### src/mcadc_pkg.sv
// Constants shared by the capture sequencer: register map, fields, encodings.
// Assumes a 32-bit register port and byte addresses on an 8-bit offset.
`default_nettype none
package mcadc_pkg;
  localparam logic [7:0] MCADC_REG_CTRL = 8'h00;
  localparam logic [7:0] MCADC_REG_CLK = 8'h04;
  localparam logic [7:0] MCADC_REG_TRIG = 8'h08;
  localparam logic [7:0] MCADC_REG_POST = 8'h0C;
  localparam logic [7:0] MCADC_REG_COUNT = 8'h10;
  localparam logic [7:0] MCADC_REG_BASE = 8'h14;
  localparam logic [7:0] MCADC_REG_SIZE = 8'h18;
  localparam logic [7:0] MCADC_REG_STATUS = 8'h1C;
  localparam logic [7:0] MCADC_REG_XFER = 8'h20;
  localparam logic [7:0] MCADC_REG_START_IDX = 8'h24;

  localparam int MCADC_CTRL_START_BIT = 0;
  localparam int MCADC_CTRL_STOP_BIT = 1;
  localparam int MCADC_CTRL_RES10_BIT = 2;
  localparam int MCADC_CTRL_CHCNT_LSB = 4;
  localparam int MCADC_CLK_SRC_LSB = 0;
  localparam int MCADC_CLK_FASTER_BIT = 2;
  localparam int MCADC_CLK_DIV_LSB = 16;
  localparam int MCADC_TRIG_MODE_LSB = 0;
  localparam int MCADC_TRIG_SRC_LSB = 4;
  localparam int MCADC_TRIG_SLOPE_BIT = 8;
  localparam int MCADC_TRIG_LEVEL_LSB = 16;
  localparam int MCADC_STAT_DIVERR_BIT = 2;
  localparam int MCADC_STAT_OVERRUN_BIT = 3;

  localparam logic [10:0] MCADC_DIV_RST = 11'h002;
  localparam logic [10:0] MCADC_DIV_MIN = 11'h002;
  localparam logic [10:0] MCADC_DIV_MAX = 11'h400;

  typedef enum logic [2:0] {
    MCADC_S_IDLE = 3'b000,
    MCADC_S_WAIT_TRIG = 3'b001,
    MCADC_S_DELAY = 3'b010,
    MCADC_S_RUN = 3'b011,
    MCADC_S_FLUSH = 3'b100
  } mcadc_state_t;

  localparam logic [2:0] MCADC_MODE_SOFTWARE = 3'h0;
  localparam logic [2:0] MCADC_MODE_POST = 3'h1;
  localparam logic [2:0] MCADC_MODE_PRE = 3'h2;
  localparam logic [2:0] MCADC_DELAYED_EVENT_MODE = 3'h3;
  localparam logic [2:0] MCADC_MODE_MIDDLE = 3'h4;

  localparam logic [2:0] MCADC_EVENT_SOURCE_CHANNEL0 = 3'h0;
  localparam logic [2:0] MCADC_EVENT_SOURCE_CHANNEL1 = 3'h1;
  localparam logic [2:0] MCADC_EVENT_SOURCE_CHANNEL2 = 3'h2;
  localparam logic [2:0] MCADC_EVENT_SOURCE_CHANNEL3 = 3'h3;
  localparam logic [2:0] MCADC_EVENT_SOURCE_EXTERNAL = 3'h4;

  localparam logic [1:0] MCADC_CLOCK_SOURCE_INTERNAL = 2'h0;
  localparam logic [1:0] MCADC_CLOCK_SOURCE_EXT_SINE = 2'h1;
  localparam logic [1:0] MCADC_CLOCK_SOURCE_EXT_SQUARE = 2'h2;

  localparam logic [1:0] MCADC_XFER_DONE = 2'h0;
  localparam logic [1:0] MCADC_XFER_ACTIVE = 2'h1;
  localparam logic [1:0] MCADC_XFER_WAIT_TRIG = 2'h2;
  localparam logic [1:0] MCADC_XFER_WAIT_DELAY = 2'h3;
endpackage
`default_nettype wire

### src/mcadc_capture.sv
// Four-channel capture sequencer: sample clock divider, trigger unit,
// sample word packer and bus-master writer into a circular host buffer.
// Assumes all inputs synchronous to sys_clk and a master that accepts
// one write when mst_ready is high.
// Operation
// - Count zero enables no channel; count one enables channel zero only.
// - Count two enables channels zero and one, stored alternately, zero first.
// - Count four enables all channels, stored in order zero to three.
// - Started capture runs until the programmed count completes, the trigger in pre mode, the post count after trigger in middle mode, or stop.
// - Each sample is one 16-bit word, 12-bit result in top bits.
// - Ten-bit variant fills only the upper ten bits of the word.
// - Lowest three bits carry the three digital inputs, sampled with conversion.
// - Bit three is the trigger flag, one once a trigger was seen.
// - Status codes: 0 done, 1 transferring, 2 wait trigger, 3 wait delay.
// - Report index of the oldest valid sample; reading wraps to zero.
// - On stop, report samples transferred, for stop or terminal count.
// - Clock source 0 internal, 1 external sine, 2 external square.
// - Divisor must be even from 2 to 1024; others are invalid.
// - Five modes: software, post, pre, delayed and middle trigger.
// - Trigger source is analog channel zero to three or external input.
// - Slope 0 fires on rising crossing, slope 1 on falling crossing.
// - Analog trigger compares the selected channel with an 8-bit level.
// - Writing the post count register preloads the down-counter.
// - After trigger the counter decrements each sample edge, halts at 0.
// - Counter sets delay in delayed mode, samples after trigger in middle.
`timescale 1ns/1ps
`default_nettype none
module mcadc_capture
  import mcadc_pkg::*;
(
  input wire logic sys_clk,
  input wire logic rst,
  input wire logic [7:0] reg_addr,
  input wire logic [31:0] reg_wdata,
  input wire logic reg_wr,
  input wire logic reg_rd,
  output logic [31:0] reg_rdata,
  input wire logic [11:0] adc_ch0_data,
  input wire logic [11:0] adc_ch1_data,
  input wire logic [11:0] adc_ch2_data,
  input wire logic [11:0] adc_ch3_data,
  input wire logic digital_in_0,
  input wire logic digital_in_1,
  input wire logic digital_in_2,
  input wire logic ext_trig,
  input wire logic ext_sine_clk,
  input wire logic ext_square_clk,
  output logic [3:0] adc_ch_enable,
  output logic adc_convert,
  output logic [31:0] mst_addr,
  output logic [31:0] mst_wdata,
  output logic mst_valid,
  input wire logic mst_ready
);

  typedef struct packed {
    mcadc_state_t fsm;
    logic [2:0] enabled_channel_count;
    logic res10;
    logic [1:0] clk_src;
    logic sample_clock_faster_than_bus;
    logic [10:0] div;
    logic div_err;
    logic [2:0] trig_mode;
    logic [2:0] trig_src;
    logic slope;
    logic [7:0] level;
    logic [15:0] post_cnt;
    logic [23:0] conv_n;
    logic [31:0] buf_base;
    logic [23:0] buf_size;
    logic [10:0] div_cnt;
    logic ext_prev;
    logic lvl_above;
    logic lvl_valid;
    logic trig_seen;
    logic [3:0][15:0] words;
    logic [2:0] emit_idx;
    logic [2:0] emit_left;
    logic [15:0] half;
    logic half_v;
    logic [31:0] half_addr;
    logic [23:0] wr_idx;
    logic [23:0] xfer_cnt;
    logic wrapped;
    logic stop_req;
    logic [31:0] m_addr;
    logic [31:0] m_data;
    logic m_valid;
    logic overrun;
    logic [31:0] rdata;
  } mcadc_regs_t;

  mcadc_regs_t r;
  mcadc_regs_t n;

  logic [3:0][11:0] ch_data;
  logic src_edge;
  logic ext_lvl;
  logic tick;
  logic [11:0] trig_data;
  logic cur_above;
  logic armed;
  logic trig_hit;
  logic bus_free;
  logic count_mode;
  logic [15:0] word;
  logic [23:0] idx_inc;
  logic [2:0] new_count;
  logic [10:0] new_div;

  assign ch_data = {adc_ch3_data, adc_ch2_data, adc_ch1_data, adc_ch0_data};

  function automatic logic [3:0] chan_mask(input logic [2:0] cnt);
    case (cnt)
      3'h1: chan_mask = 4'h1;
      3'h2: chan_mask = 4'h3;
      3'h4: chan_mask = 4'hF;
      default: chan_mask = 4'h0;
    endcase
  endfunction

  function automatic logic [1:0] xfer_status(input mcadc_state_t st);
    case (st)
      MCADC_S_WAIT_TRIG: xfer_status = MCADC_XFER_WAIT_TRIG;
      MCADC_S_DELAY: xfer_status = MCADC_XFER_WAIT_DELAY;
      MCADC_S_RUN, MCADC_S_FLUSH: xfer_status = MCADC_XFER_ACTIVE;
      default: xfer_status = MCADC_XFER_DONE;
    endcase
  endfunction

  // Ten-bit parts leave result bits 1:0 undefined, so they are forced low
  function automatic logic [15:0] make_word(input logic [11:0] d, input logic res10,
                                            input logic flag, input logic [2:0] di);
    make_word = {d[11:2], (res10 ? 2'h0 : d[1:0]), flag, di};
  endfunction

  always_comb
  begin
    n = r;
    n.rdata = 32'h0000_0000;
    n.m_valid = r.m_valid && !mst_ready;
    bus_free = !r.m_valid || mst_ready;
    count_mode = (r.trig_mode != MCADC_MODE_PRE) && (r.trig_mode != MCADC_MODE_MIDDLE);
    new_count = reg_wdata[MCADC_CTRL_CHCNT_LSB +: 3];
    new_div = reg_wdata[MCADC_CLK_DIV_LSB +: 11];
    idx_inc = 24'(r.wr_idx + 24'h000001);
    word = r.words[r.emit_idx[1:0]];

    // Sample clock source and divider
    case (r.clk_src)
      MCADC_CLOCK_SOURCE_INTERNAL: ext_lvl = 1'b0;
      MCADC_CLOCK_SOURCE_EXT_SINE: ext_lvl = ext_sine_clk;
      MCADC_CLOCK_SOURCE_EXT_SQUARE: ext_lvl = ext_square_clk;
      default: ext_lvl = 1'b0;
    endcase
    src_edge = (r.clk_src == MCADC_CLOCK_SOURCE_INTERNAL) || (ext_lvl && !r.ext_prev);
    n.ext_prev = ext_lvl;
    tick = 1'b0;
    if (r.fsm == MCADC_S_IDLE)
      n.div_cnt = 11'h000;
    else if (src_edge)
    begin
      if (r.div_cnt == 11'(r.div - 11'h001))
      begin
        tick = 1'b1;
        n.div_cnt = 11'h000;
      end
      else
        n.div_cnt = 11'(r.div_cnt + 11'h001);
    end

    // Trigger detection, evaluated once per sample edge
    case (r.trig_src)
      MCADC_EVENT_SOURCE_CHANNEL0: trig_data = adc_ch0_data;
      MCADC_EVENT_SOURCE_CHANNEL1: trig_data = adc_ch1_data;
      MCADC_EVENT_SOURCE_CHANNEL2: trig_data = adc_ch2_data;
      MCADC_EVENT_SOURCE_CHANNEL3: trig_data = adc_ch3_data;
      default: trig_data = 12'h000;
    endcase
    if (r.trig_src == MCADC_EVENT_SOURCE_EXTERNAL)
      cur_above = ext_trig;
    else
      cur_above = $signed(trig_data[11:4]) >= $signed(r.level);
    armed = (r.fsm == MCADC_S_WAIT_TRIG) || ((r.fsm == MCADC_S_RUN) && !count_mode);
    trig_hit = tick && armed && !r.trig_seen && r.lvl_valid &&
               (r.slope ? (r.lvl_above && !cur_above) : (!r.lvl_above && cur_above));
    if (tick)
    begin
      n.lvl_above = cur_above;
      n.lvl_valid = 1'b1;
    end
    if (trig_hit)
      n.trig_seen = 1'b1;
    if (tick && r.trig_seen && (r.post_cnt != 16'h0000))
      n.post_cnt = 16'(r.post_cnt - 16'h0001);

    // Packer: first sample of a pair waits in the low half
    if ((r.emit_left != 3'h0) && bus_free)
    begin
      if (r.half_v)
      begin
        n.m_addr = r.half_addr;
        n.m_data = {word, r.half};
        n.m_valid = 1'b1;
        n.half_v = 1'b0;
      end
      else
      begin
        n.half = word;
        n.half_addr = r.buf_base + {7'h00, r.wr_idx, 1'b0};
        n.half_v = 1'b1;
      end
      if (idx_inc == r.buf_size)
      begin
        n.wr_idx = 24'h000000;
        n.wrapped = 1'b1;
      end
      else
        n.wr_idx = idx_inc;
      n.xfer_cnt = 24'(r.xfer_cnt + 24'h000001);
      n.emit_idx = 3'(r.emit_idx + 3'h1);
      n.emit_left = 3'(r.emit_left - 3'h1);
      if (count_mode && (24'(r.xfer_cnt + 24'h000001) == r.conv_n))
      begin
        n.emit_left = 3'h0;
        n.stop_req = 1'b1;
      end
    end

    case (r.fsm)
      MCADC_S_WAIT_TRIG:
        if (trig_hit)
        begin
          if (r.trig_mode == MCADC_DELAYED_EVENT_MODE)
            n.fsm = MCADC_S_DELAY;
          else
            n.fsm = MCADC_S_RUN;
        end
      MCADC_S_DELAY:
        if (r.post_cnt == 16'h0000)
          n.fsm = MCADC_S_RUN;
      MCADC_S_RUN:
      begin
        if (tick)
        begin
          // A new set while the last is still draining is dropped, not merged
          if (r.emit_left != 3'h0)
            n.overrun = 1'b1;
          else if (!r.stop_req)
          begin
            for (int i = 0; i < 4; i++)
              n.words[i] = make_word(ch_data[i], r.res10, r.trig_seen | trig_hit,
                                     {digital_in_2, digital_in_1, digital_in_0});
            n.emit_left = r.enabled_channel_count;
            n.emit_idx = 3'h0;
          end
        end
        if ((r.trig_mode == MCADC_MODE_PRE) && trig_hit)
          n.stop_req = 1'b1;
        if ((r.trig_mode == MCADC_MODE_MIDDLE) && r.trig_seen && (r.post_cnt == 16'h0000))
          n.stop_req = 1'b1;
        if (r.stop_req && (r.emit_left == 3'h0))
          n.fsm = MCADC_S_FLUSH;
      end
      MCADC_S_FLUSH:
        if (bus_free)
        begin
          if (r.half_v)
          begin
            n.m_addr = r.half_addr;
            n.m_data = {16'h0000, r.half};
            n.m_valid = 1'b1;
            n.half_v = 1'b0;
          end
          else
            n.fsm = MCADC_S_IDLE;
        end
      default:
        n.fsm = MCADC_S_IDLE;
    endcase

    // Register writes; configuration except the post count is locked while a capture is active
    if (reg_wr)
    begin
      case (reg_addr)
        MCADC_REG_CTRL:
          if (r.fsm == MCADC_S_IDLE)
          begin
            n.res10 = reg_wdata[MCADC_CTRL_RES10_BIT];
            n.enabled_channel_count = new_count;
            if (reg_wdata[MCADC_CTRL_START_BIT] && (chan_mask(new_count) != 4'h0) &&
                !(count_mode && (r.conv_n == 24'h000000)))
            begin
              n.wr_idx = 24'h000000;
              n.xfer_cnt = 24'h000000;
              n.wrapped = 1'b0;
              n.trig_seen = 1'b0;
              n.lvl_valid = 1'b0;
              n.half_v = 1'b0;
              n.stop_req = 1'b0;
              n.overrun = 1'b0;
              n.emit_left = 3'h0;
              if ((r.trig_mode == MCADC_MODE_POST) || (r.trig_mode == MCADC_DELAYED_EVENT_MODE))
                n.fsm = MCADC_S_WAIT_TRIG;
              else
                n.fsm = MCADC_S_RUN;
            end
          end
          else if (reg_wdata[MCADC_CTRL_STOP_BIT])
          begin
            if ((r.fsm == MCADC_S_WAIT_TRIG) || (r.fsm == MCADC_S_DELAY))
              n.fsm = MCADC_S_IDLE;
            else
            begin
              n.stop_req = 1'b1;
              n.emit_left = 3'h0;
            end
          end
        MCADC_REG_CLK:
          if (r.fsm == MCADC_S_IDLE)
          begin
            n.clk_src = reg_wdata[MCADC_CLK_SRC_LSB +: 2];
            n.sample_clock_faster_than_bus = reg_wdata[MCADC_CLK_FASTER_BIT];
            if (!new_div[0] && (new_div >= MCADC_DIV_MIN) && (new_div <= MCADC_DIV_MAX))
            begin
              n.div = new_div;
              n.div_err = 1'b0;
            end
            else
              n.div_err = 1'b1;
          end
        MCADC_REG_TRIG:
          if (r.fsm == MCADC_S_IDLE)
          begin
            n.trig_mode = reg_wdata[MCADC_TRIG_MODE_LSB +: 3];
            n.trig_src = reg_wdata[MCADC_TRIG_SRC_LSB +: 3];
            n.slope = reg_wdata[MCADC_TRIG_SLOPE_BIT];
            n.level = reg_wdata[MCADC_TRIG_LEVEL_LSB +: 8];
          end
        MCADC_REG_POST:
          n.post_cnt = reg_wdata[15:0];
        MCADC_REG_COUNT:
          if (r.fsm == MCADC_S_IDLE)
            n.conv_n = reg_wdata[23:0];
        MCADC_REG_BASE:
          if (r.fsm == MCADC_S_IDLE)
            n.buf_base = {reg_wdata[31:2], 2'h0};
        MCADC_REG_SIZE:
          if (r.fsm == MCADC_S_IDLE)
            n.buf_size = {reg_wdata[23:1], 1'b0};
        default:
          n.buf_size = n.buf_size;
      endcase
    end

    if (reg_rd)
    begin
      case (reg_addr)
        MCADC_REG_CTRL: n.rdata = {25'h0, r.enabled_channel_count, 1'b0, r.res10, 2'h0};
        MCADC_REG_CLK: n.rdata = {5'h00, r.div, 13'h0000, r.sample_clock_faster_than_bus,
                                  r.clk_src};
        MCADC_REG_TRIG: n.rdata = {8'h00, r.level, 7'h00, r.slope, 1'b0, r.trig_src, 1'b0,
                                   r.trig_mode};
        MCADC_REG_POST: n.rdata = {16'h0000, r.post_cnt};
        MCADC_REG_COUNT: n.rdata = {8'h00, r.conv_n};
        MCADC_REG_BASE: n.rdata = r.buf_base;
        MCADC_REG_SIZE: n.rdata = {8'h00, r.buf_size};
        MCADC_REG_STATUS: n.rdata = {28'h0000000, r.overrun, r.div_err, xfer_status(r.fsm)};
        MCADC_REG_XFER: n.rdata = {8'h00, r.xfer_cnt};
        MCADC_REG_START_IDX: n.rdata = {8'h00, (r.wrapped ? r.wr_idx : 24'h000000)};
        default: n.rdata = 32'h0000_0000;
      endcase
    end
  end

  always_ff @(posedge sys_clk)
  begin
    if (rst)
    begin
      r <= '0;
      r.div <= MCADC_DIV_RST;
    end
    else
      r <= n;
  end

  assign adc_ch_enable = (r.fsm != MCADC_S_IDLE) ? chan_mask(r.enabled_channel_count) : 4'h0;
  assign adc_convert = tick;
  assign reg_rdata = r.rdata;
  assign mst_addr = r.m_addr;
  assign mst_wdata = r.m_data;
  assign mst_valid = r.m_valid;

  single_enable_a: assert property (@(posedge sys_clk) disable iff (rst)
    (r.fsm != MCADC_S_IDLE) && (r.enabled_channel_count == 3'h1) |-> adc_ch_enable == 4'h1)
    else $error("single channel enable wrong");
  pair_enable_a: assert property (@(posedge sys_clk) disable iff (rst)
    (r.fsm != MCADC_S_IDLE) && (r.enabled_channel_count == 3'h2) |-> adc_ch_enable == 4'h3)
    else $error("pair channel enable wrong");
  quad_capture_a: assert property (@(posedge sys_clk) disable iff (rst)
    (r.fsm == MCADC_S_RUN) && tick && (r.emit_left == 3'h0) && !r.stop_req &&
    !(reg_wr && (reg_addr == MCADC_REG_CTRL)) &&
    (r.enabled_channel_count == 3'h4) |=> (r.emit_left == 3'h4) && (adc_ch_enable == 4'hF))
    else $error("four channel set not queued");
  run_keeps_a: assert property (@(posedge sys_clk) disable iff (rst)
    (r.fsm == MCADC_S_RUN) |=> (r.fsm != MCADC_S_IDLE))
    else $error("capture ended without flush");
  word_layout_a: assert property (@(posedge sys_clk) disable iff (rst)
    (r.fsm == MCADC_S_RUN) && tick && (r.emit_left == 3'h0) && !r.stop_req && !r.res10
    |=> (r.words[1][15:4] == $past(adc_ch1_data)) &&
        (r.words[1][2:0] == $past({digital_in_2, digital_in_1, digital_in_0})))
    else $error("sample word layout wrong");
  res10_low_a: assert property (@(posedge sys_clk) disable iff (rst)
    (r.fsm == MCADC_S_RUN) && tick && (r.emit_left == 3'h0) && !r.stop_req && r.res10
    |=> (r.words[0][5:4] == 2'h0) && (r.words[0][15:6] == $past(adc_ch0_data[11:2])))
    else $error("ten bit word not masked");
  flag_bit_a: assert property (@(posedge sys_clk) disable iff (rst)
    (r.fsm == MCADC_S_RUN) && tick && (r.emit_left == 3'h0) && !r.stop_req
    |=> r.words[0][3] == r.trig_seen)
    else $error("trigger flag mismatch");
  delay_status_a: assert property (@(posedge sys_clk) disable iff (rst)
    reg_rd && (reg_addr == MCADC_REG_STATUS) && (r.fsm == MCADC_S_DELAY)
    |=> reg_rdata[1:0] == MCADC_XFER_WAIT_DELAY)
    else $error("delay status code wrong");
  div_reject_a: assert property (@(posedge sys_clk) disable iff (rst)
    reg_wr && (reg_addr == MCADC_REG_CLK) && (r.fsm == MCADC_S_IDLE) && new_div[0]
    |=> r.div_err && (r.div == $past(r.div)))
    else $error("odd divisor accepted");
  post_preload_a: assert property (@(posedge sys_clk) disable iff (rst)
    reg_wr && (reg_addr == MCADC_REG_POST) |=> r.post_cnt == $past(reg_wdata[15:0]))
    else $error("post count not preloaded");
  post_halt_a: assert property (@(posedge sys_clk) disable iff (rst)
    (r.post_cnt == 16'h0000) && !(reg_wr && (reg_addr == MCADC_REG_POST)) |=> r.post_cnt == 16'h0000)
    else $error("post counter moved past zero");
  bus_hold_a: assert property (@(posedge sys_clk) disable iff (rst)
    mst_valid && !mst_ready |=> mst_valid && $stable(mst_addr) && $stable(mst_wdata))
    else $error("bus write dropped while stalled");

endmodule
`default_nettype wire

### config.mk
export PLATFORM = sky130hd
export DESIGN_NAME = mcadc_capture
export DESIGN_NICKNAME = d
export VERILOG_FILES = /design/src/mcadc_pkg.sv /design/src/mcadc_capture.sv
export SDC_FILE = /design/constraint.sdc
export NUM_CORES = 1
export LEC_CHECK = 0
export BUFFER_PORTS_ARGS = -buffer_cell sky130_fd_sc_hd__buf_4
export CAP_MARGIN = 10
export CELL_PAD_IN_SITES_DETAIL_PLACEMENT = 1
export CELL_PAD_IN_SITES_GLOBAL_PLACEMENT = 1
export CORE_MARGIN = 2
export CORE_UTILIZATION = 45
export CTS_BUF_LIST = sky130_fd_sc_hd__clkbuf_16
export DETAILED_ROUTE_END_ITERATION = 8
export PLACE_DENSITY_LB_ADDON = 0.25
export SLEW_MARGIN = 20
export SYNTH_ARGS = -nofsm -noshare
export SYNTH_HDL_FRONTEND = slang
export SYNTH_SLANG_ARGS = --single-unit
### constraint.sdc
create_clock -name sys_clk -period 4.7 [get_ports sys_clk]
set_input_delay 1.175 -clock sys_clk [delete_from_list [all_inputs] [get_ports sys_clk]]
set_output_delay 1.175 -clock sys_clk [all_outputs]
set_load 0.01 [all_outputs]
# Yosys cells after proc, flatten, opt, wreduce, memory -nomap -nowiden
# Index checks and enable logic that the tools add are counted.
# word_totals
input_bits	99
regBits	412
word_cells	253
output_inout_bits	102
# op_classes
reduce_logical	60
add_sub_neg	8
muxes	104
eq_ne	34
bitwise_logic	5
magnitude_cmp	4
# op_table
operator	count
$pmux W32 S10	1
$mux W65	4
$mux W170	1
$mux W50	3
$mux W24	6
$mux W133	1
$mux W32	3
$mux W16	4
$mux W15	4
$mux W49	1
$add A24 B1 Y24 const B	2
$eq A24 B24 Y1	2
$mux W3	16
$pmux W12 S4	1
$add A32 B25 Y32	1
$bmux W16 S2	1
$eq A8 B5 Y1 const B	4
$mux W1	32
$eq A3 B2 Y1 const B	8
$logic_not A24 Y1	1
$mux W6	4
$pmux W4 S3	2
$logic_and A1 B1 Y1	23
$mux W11	2
other kinds (40)	88

# Depth between registers and ports, before layout
# depth
word_depth	19
ltp_mapped	14
ltp_nobuf	11

# Least setup slack after synthesis
# No wires, ideal clock.
# synth_timing
kind	input port to flip-flop
start	in adc_ch3_data[9]
end	reg r[206] (netlist bit)
required_time_ns	4.614
stages	10
path_slack_ns	0.880
setup_time_ns	0.086
arrival_ns	3.734
n_path_buf	0
path_cell_list	mux4_2 > nor2b_1 > ha_1 > and3_1 > a211oi_1 > o221ai_1 > nand3b_1 > a2111oi_0 > nor2_1 > a211oi_1
# synth_between
elab_chain_len	8
word_cells_on_any_way	9
cone_classes	order compare (1); mux (3); bitwise (1); reduce/logical (4)
# synth_rtl
element	line	source
start: declaration	mcadc_capture.sv:41	input wire logic [11:0] adc_ch3_data,
$pmux W12 S4 (*)	mcadc_capture.sv:174	case (r.trig_src)
$ge A8 B8 Y1 (*)	mcadc_capture.sv:184	cur_above = $signed(trig_data[11:4]) >= $signed(r.level);
$mux W1 (*)	mcadc_capture.sv:181	if (r.trig_src == MCADC_EVENT_SOURCE_EXTERNAL)
$logic_not A1 Y1	mcadc_capture.sv:187	(r.slope ? (r.lvl_above && !cur_above) : (!r.lvl_above && cur_above));
$logic_and A1 B1 Y1	mcadc_capture.sv:187	
$mux W1 (*)	mcadc_capture.sv:187	
$logic_and A1 B1 Y1 (*)	mcadc_capture.sv:186	trig_hit = tick && armed && !r.trig_seen && r.lvl_valid &&
$or A1 B1 Y1 (*)	mcadc_capture.sv:253	n.words[i] = make_word(ch_data[i], r.res10, r.trig_seen | trig_hit,
end signal: assignment	mcadc_capture.sv:385	r <= n;
end: declaration	mcadc_capture.sv:94	mcadc_regs_t r;
# Every way passes the cells marked *; elsewhere a longest branch is shown, timed or not.
# A chain may end at the register's enable or synchronous reset.

# Worst setup path in the final report
# layout_timing
start	reg r[394] (netlist bit)
end	out adc_convert
# layout_between
elab_chain_len	5
# layout_rtl
element	line	source
$sub A11 B1 Y11	mcadc_capture.sv:164	if (r.div_cnt == 11'(r.div - 11'h001))
$eq A11 B11 Y1	mcadc_capture.sv:164	
$mux W1	mcadc_capture.sv:164	
$mux W1	mcadc_capture.sv:162	else if (src_edge)
$mux W1	mcadc_capture.sv:160	if (r.fsm == MCADC_S_IDLE)
end: declaration	mcadc_capture.sv:49	output logic adc_convert,
# No other way between the ends.

==> results.py <==
metrics = {
    "run_status": {
        "status": "complete, no violations",
    },
    "yosys": {
        "synth_async_sr_flop_share_pct": 0,
        "synth_area_um2": 20770,
        "ys_seq_area_share_pct": 38.35,
        "synth.ff_latch_count": 398,
        "ys_types": 85,
        "yosys_warnings": 0,
        "syn-num-nets": 2721,
        "synth_top_area_share_pct": 38.35,
        "syn_area_per_cell_um2": 8.055,
        "yosys.area.top_type": "dfxtp_1",
        "synthFlopType": "dfxtp_1",
        "synth_edf_count": 0,
        "synthCells": 2579,
        "synth_area_leaders": "dfxtp_1 38%, nand2_1 9.1%, a21oi_1 6.7%",
    },
    "timing": {
        "finalMaxSlewViolations": 0,
        "fin_crit_sh_pct": 93.87,
        "hold_ws_ns": 0.4546,
        "final.setup.tns_ns": 0,
        "fmax_ghz": 0.2267,
        "tightest_slew_ns": 1.099,
        "setup_viol": 0,
        "skew_ns": 0.02500,
        "fin_crit_ns": 4.412,
        "slew_headroom_pct": 26.53,
        "hold_viol": 0,
        "rsz0062_at_grt": "false",
    },
    "worst_setup_path": {
        "cp-end-kind": "output pin",
        "crit_type": "register to output pin",
        "cp-startpoint": "r[394]",
        "r2r_slack_ns": 0.83,
        "rr_endpoint": "r[206]",
        "timing.rr.start": "r[387]",
        "reg2reg_depth": 11,
        "critical_path_required_ns": 3.52,
        "cp-start-kind": "register",
        "path_max_fanout": 6,
        "crit_end": "adc_convert",
        "critPathArrivalTime_ns": 3.24,
    },
    "die": {
        "core_area_um2": 45480,
        "io_pins": 201,
        "dieArea_um2": 47900,
        "die_x_um": 218.9,
        "initial_core_util_pct": 45.68,
        "rows": 78,
        "die_h_um": 218.9,
    },
    "pwr": {
        "peakVddDrop_uv": 407.1,
        "power_density_nw_per_um2": 362.8,
        "leakage_nw": 8.452,
    },
    "finish": {
        "layout.nets": 2734,
        "synthToLayoutAreaGrowth_pct": 12.74,
        "mostFrequentLayoutCells": "503 x nand2_1, 398 x dfxtp_1, 277 x a21oi_1",
        "antennaDiodeCount": 0,
        "drive_above_1_share_pct": 14.83,
        "mostFrequentLayoutCell": "nand2_1",
        "fin_area_um2": 23420,
    },
    "global_routing": {
        "antenna_found_initial": 1,
        "grtUsageMet2_pct": 50.91,
        "grt_pass1_vias": 19973,
        "grt_max_degree": 92,
        "busiest_layer": "met2",
        "grt.met1_usage_pct": 41.71,
        "gr-total-overflow": 0,
        "grt_pass1_wl_mm": 115.5,
        "met3_usage_pct": 3.507,
        "grt_usage_pct": 31.03,
    },
    "detailed_routing": {
        "viasPerCell": 6.076,
        "drt.antenna.violating_nets": 0,
        "drt_iter0_drc": 1691,
        "wl_per_cell_um": 23.40,
        "drc": 0,
        "num_vias": 19620,
        "routed_wl_mm": 75.56,
        "dr.pass1.iters": 8,
    },
    "cts": {
        "clk_latency_ns": 0.61,
        "clock_sinks": 398,
        "cts-root-buf": "clkbuf_16",
        "clkTransAtPathRegs_ns": 0.06,
        "clk_path_buf_depth": 3,
        "cts_buffers": 45,
        "cts_hold_buffers": 0,
        "tritoncts": "done",
        "htree_num_levels": 2,
    },
    "min_path": {
        "min-delay-start": "r[192]",
        "hold_path_class": "register to register",
    },
    "placed_design": {
        "portBuffers": 200,
        "placed_area_um2": 21970,
        "gp_congestion": 0.9296,
        "dpl.hpwl_mm": 55.19,
    },
    "job": {
        "drv_cap": 0,
    },
}
-- cell usage after synthesis (all sizes together) (8+ instances only) --
cell / instances
buf: 121
nand3b: 15
nand2b: 13
a21oi: 277
o31ai: 13
nand4: 37
a311oi: 8
a221oi: 11
a222oi: 21
mux2i: 44
a211oi: 19
a21o: 12
or4: 27
a31oi: 29
a22oi: 46
xnor2: 90
or3: 26
nand2: 504
nand3: 71
nor3: 39
and3: 16
nor4: 26
a31o: 19
xor2: 53
and4: 11
o21ai: 47
inv: 45
and2: 18
ha: 42
clkbuf: 159
mux4: 20
nor2b: 19
dfxtp: 398
nor2: 176
-- routing by layer --
layer  wire length [um]  vias up  share of wire (%)
li1                   -     8992                  -
met1              32840     9762                 43
met2              34910      703                 46
met3               4917      163                6.5
met4               2892        0                3.8
met5                  0        -                  0
-- worst min-delay path by stage --
| stage | depth (start not counted) | end | slack (ns) |
|---|---|---|---|
| 2_1_floorplan | 2 | r[241] | 0.43 |
| 3_3_place_gp | 2 | r[232] | 0.44 |
| 3_5_place_dp | 2 | mst_wdata[11] | 0.45 |
| 4_1_cts | 2 | r[262] | 0.46 |
| 5_1_grt | 2 | r[248] | 0.47 |
| 6_report | 2 | mst_wdata[11] | 0.45 |
-- worst max-delay path, cell delays in order (launching register included) --
cell	delay, ns
dfxtp_1	0.40
inv_1	0.12
ha_1	0.28
nor4b_4	0.27
and2_1	0.22
mux2_2	0.37
nor4b_1	0.38
and4_2	0.44
buf_4	0.16
-- final cells by class --
class                           instances  area, um^2
Clock buffer                           45        1126
Clock inverter                         39       319.1
Fill cell                            5478       22060
Inverter                               46       172.7
Multi-Input combinational cell       1855       11220
Sequential cell                       398        7968
Tap cell                              600       750.7
Timing Repair Buffer                  246        1867
-- registers in the layout, summed over array words and instances (netlist names) --
register / flops
mst_wdata: 32
mst_addr: 32
r: 301
reg_rdata: 32
mst_valid: 1
-- kinds of logic after synthesis --
kind of cell	count (synthesis)	synth area share [%]
adder cells (fa/ha/maj)	43	2.626
multiplexers	67	4.451
AO/OA/AOI/OAI	571	17.51
XOR/XNOR	143	6.029
flip-flops	398	38.35
AND/OR/NAND/NOR	1031	23.26
buffers and inverters	326	7.764
-- per-stage QoR --
| stage | power (mW) | cells | setup slack [ns] | util [%] |
|---|---|---|---|---|
| after floorplan | 4.576 | 2579 | 0.8800 | - |
| after global placement | 5.046 | 3144 | 0.3844 | 48.30 |
| after detailed placement | 5.086 | 3144 | 0.3948 | 48.30 |
| after CTS | 8.540 | 3228 | 0.08934 | 51.48 |
| after global routing | 8.813 | 3229 | 0.1323 | 51.50 |
| final | 8.497 | 3229 | 0.2879 | 51.50 |
-- what timing repair did --
action / CTS / global route
resized for setup: 0 / 1
endpoints found under the setup margin: 0 / 1
setup buffers: 0 / 1
-- power breakdown --
group	internal, mW	leakage (nW)	switching [mW]	total [mW]
clock network	1.93	0.759	1.54	3.47
registers	3.46	3.21	0.116	3.58
logic	0.465	4.49	0.984	1.45
(Power assumes the default switching activity.)
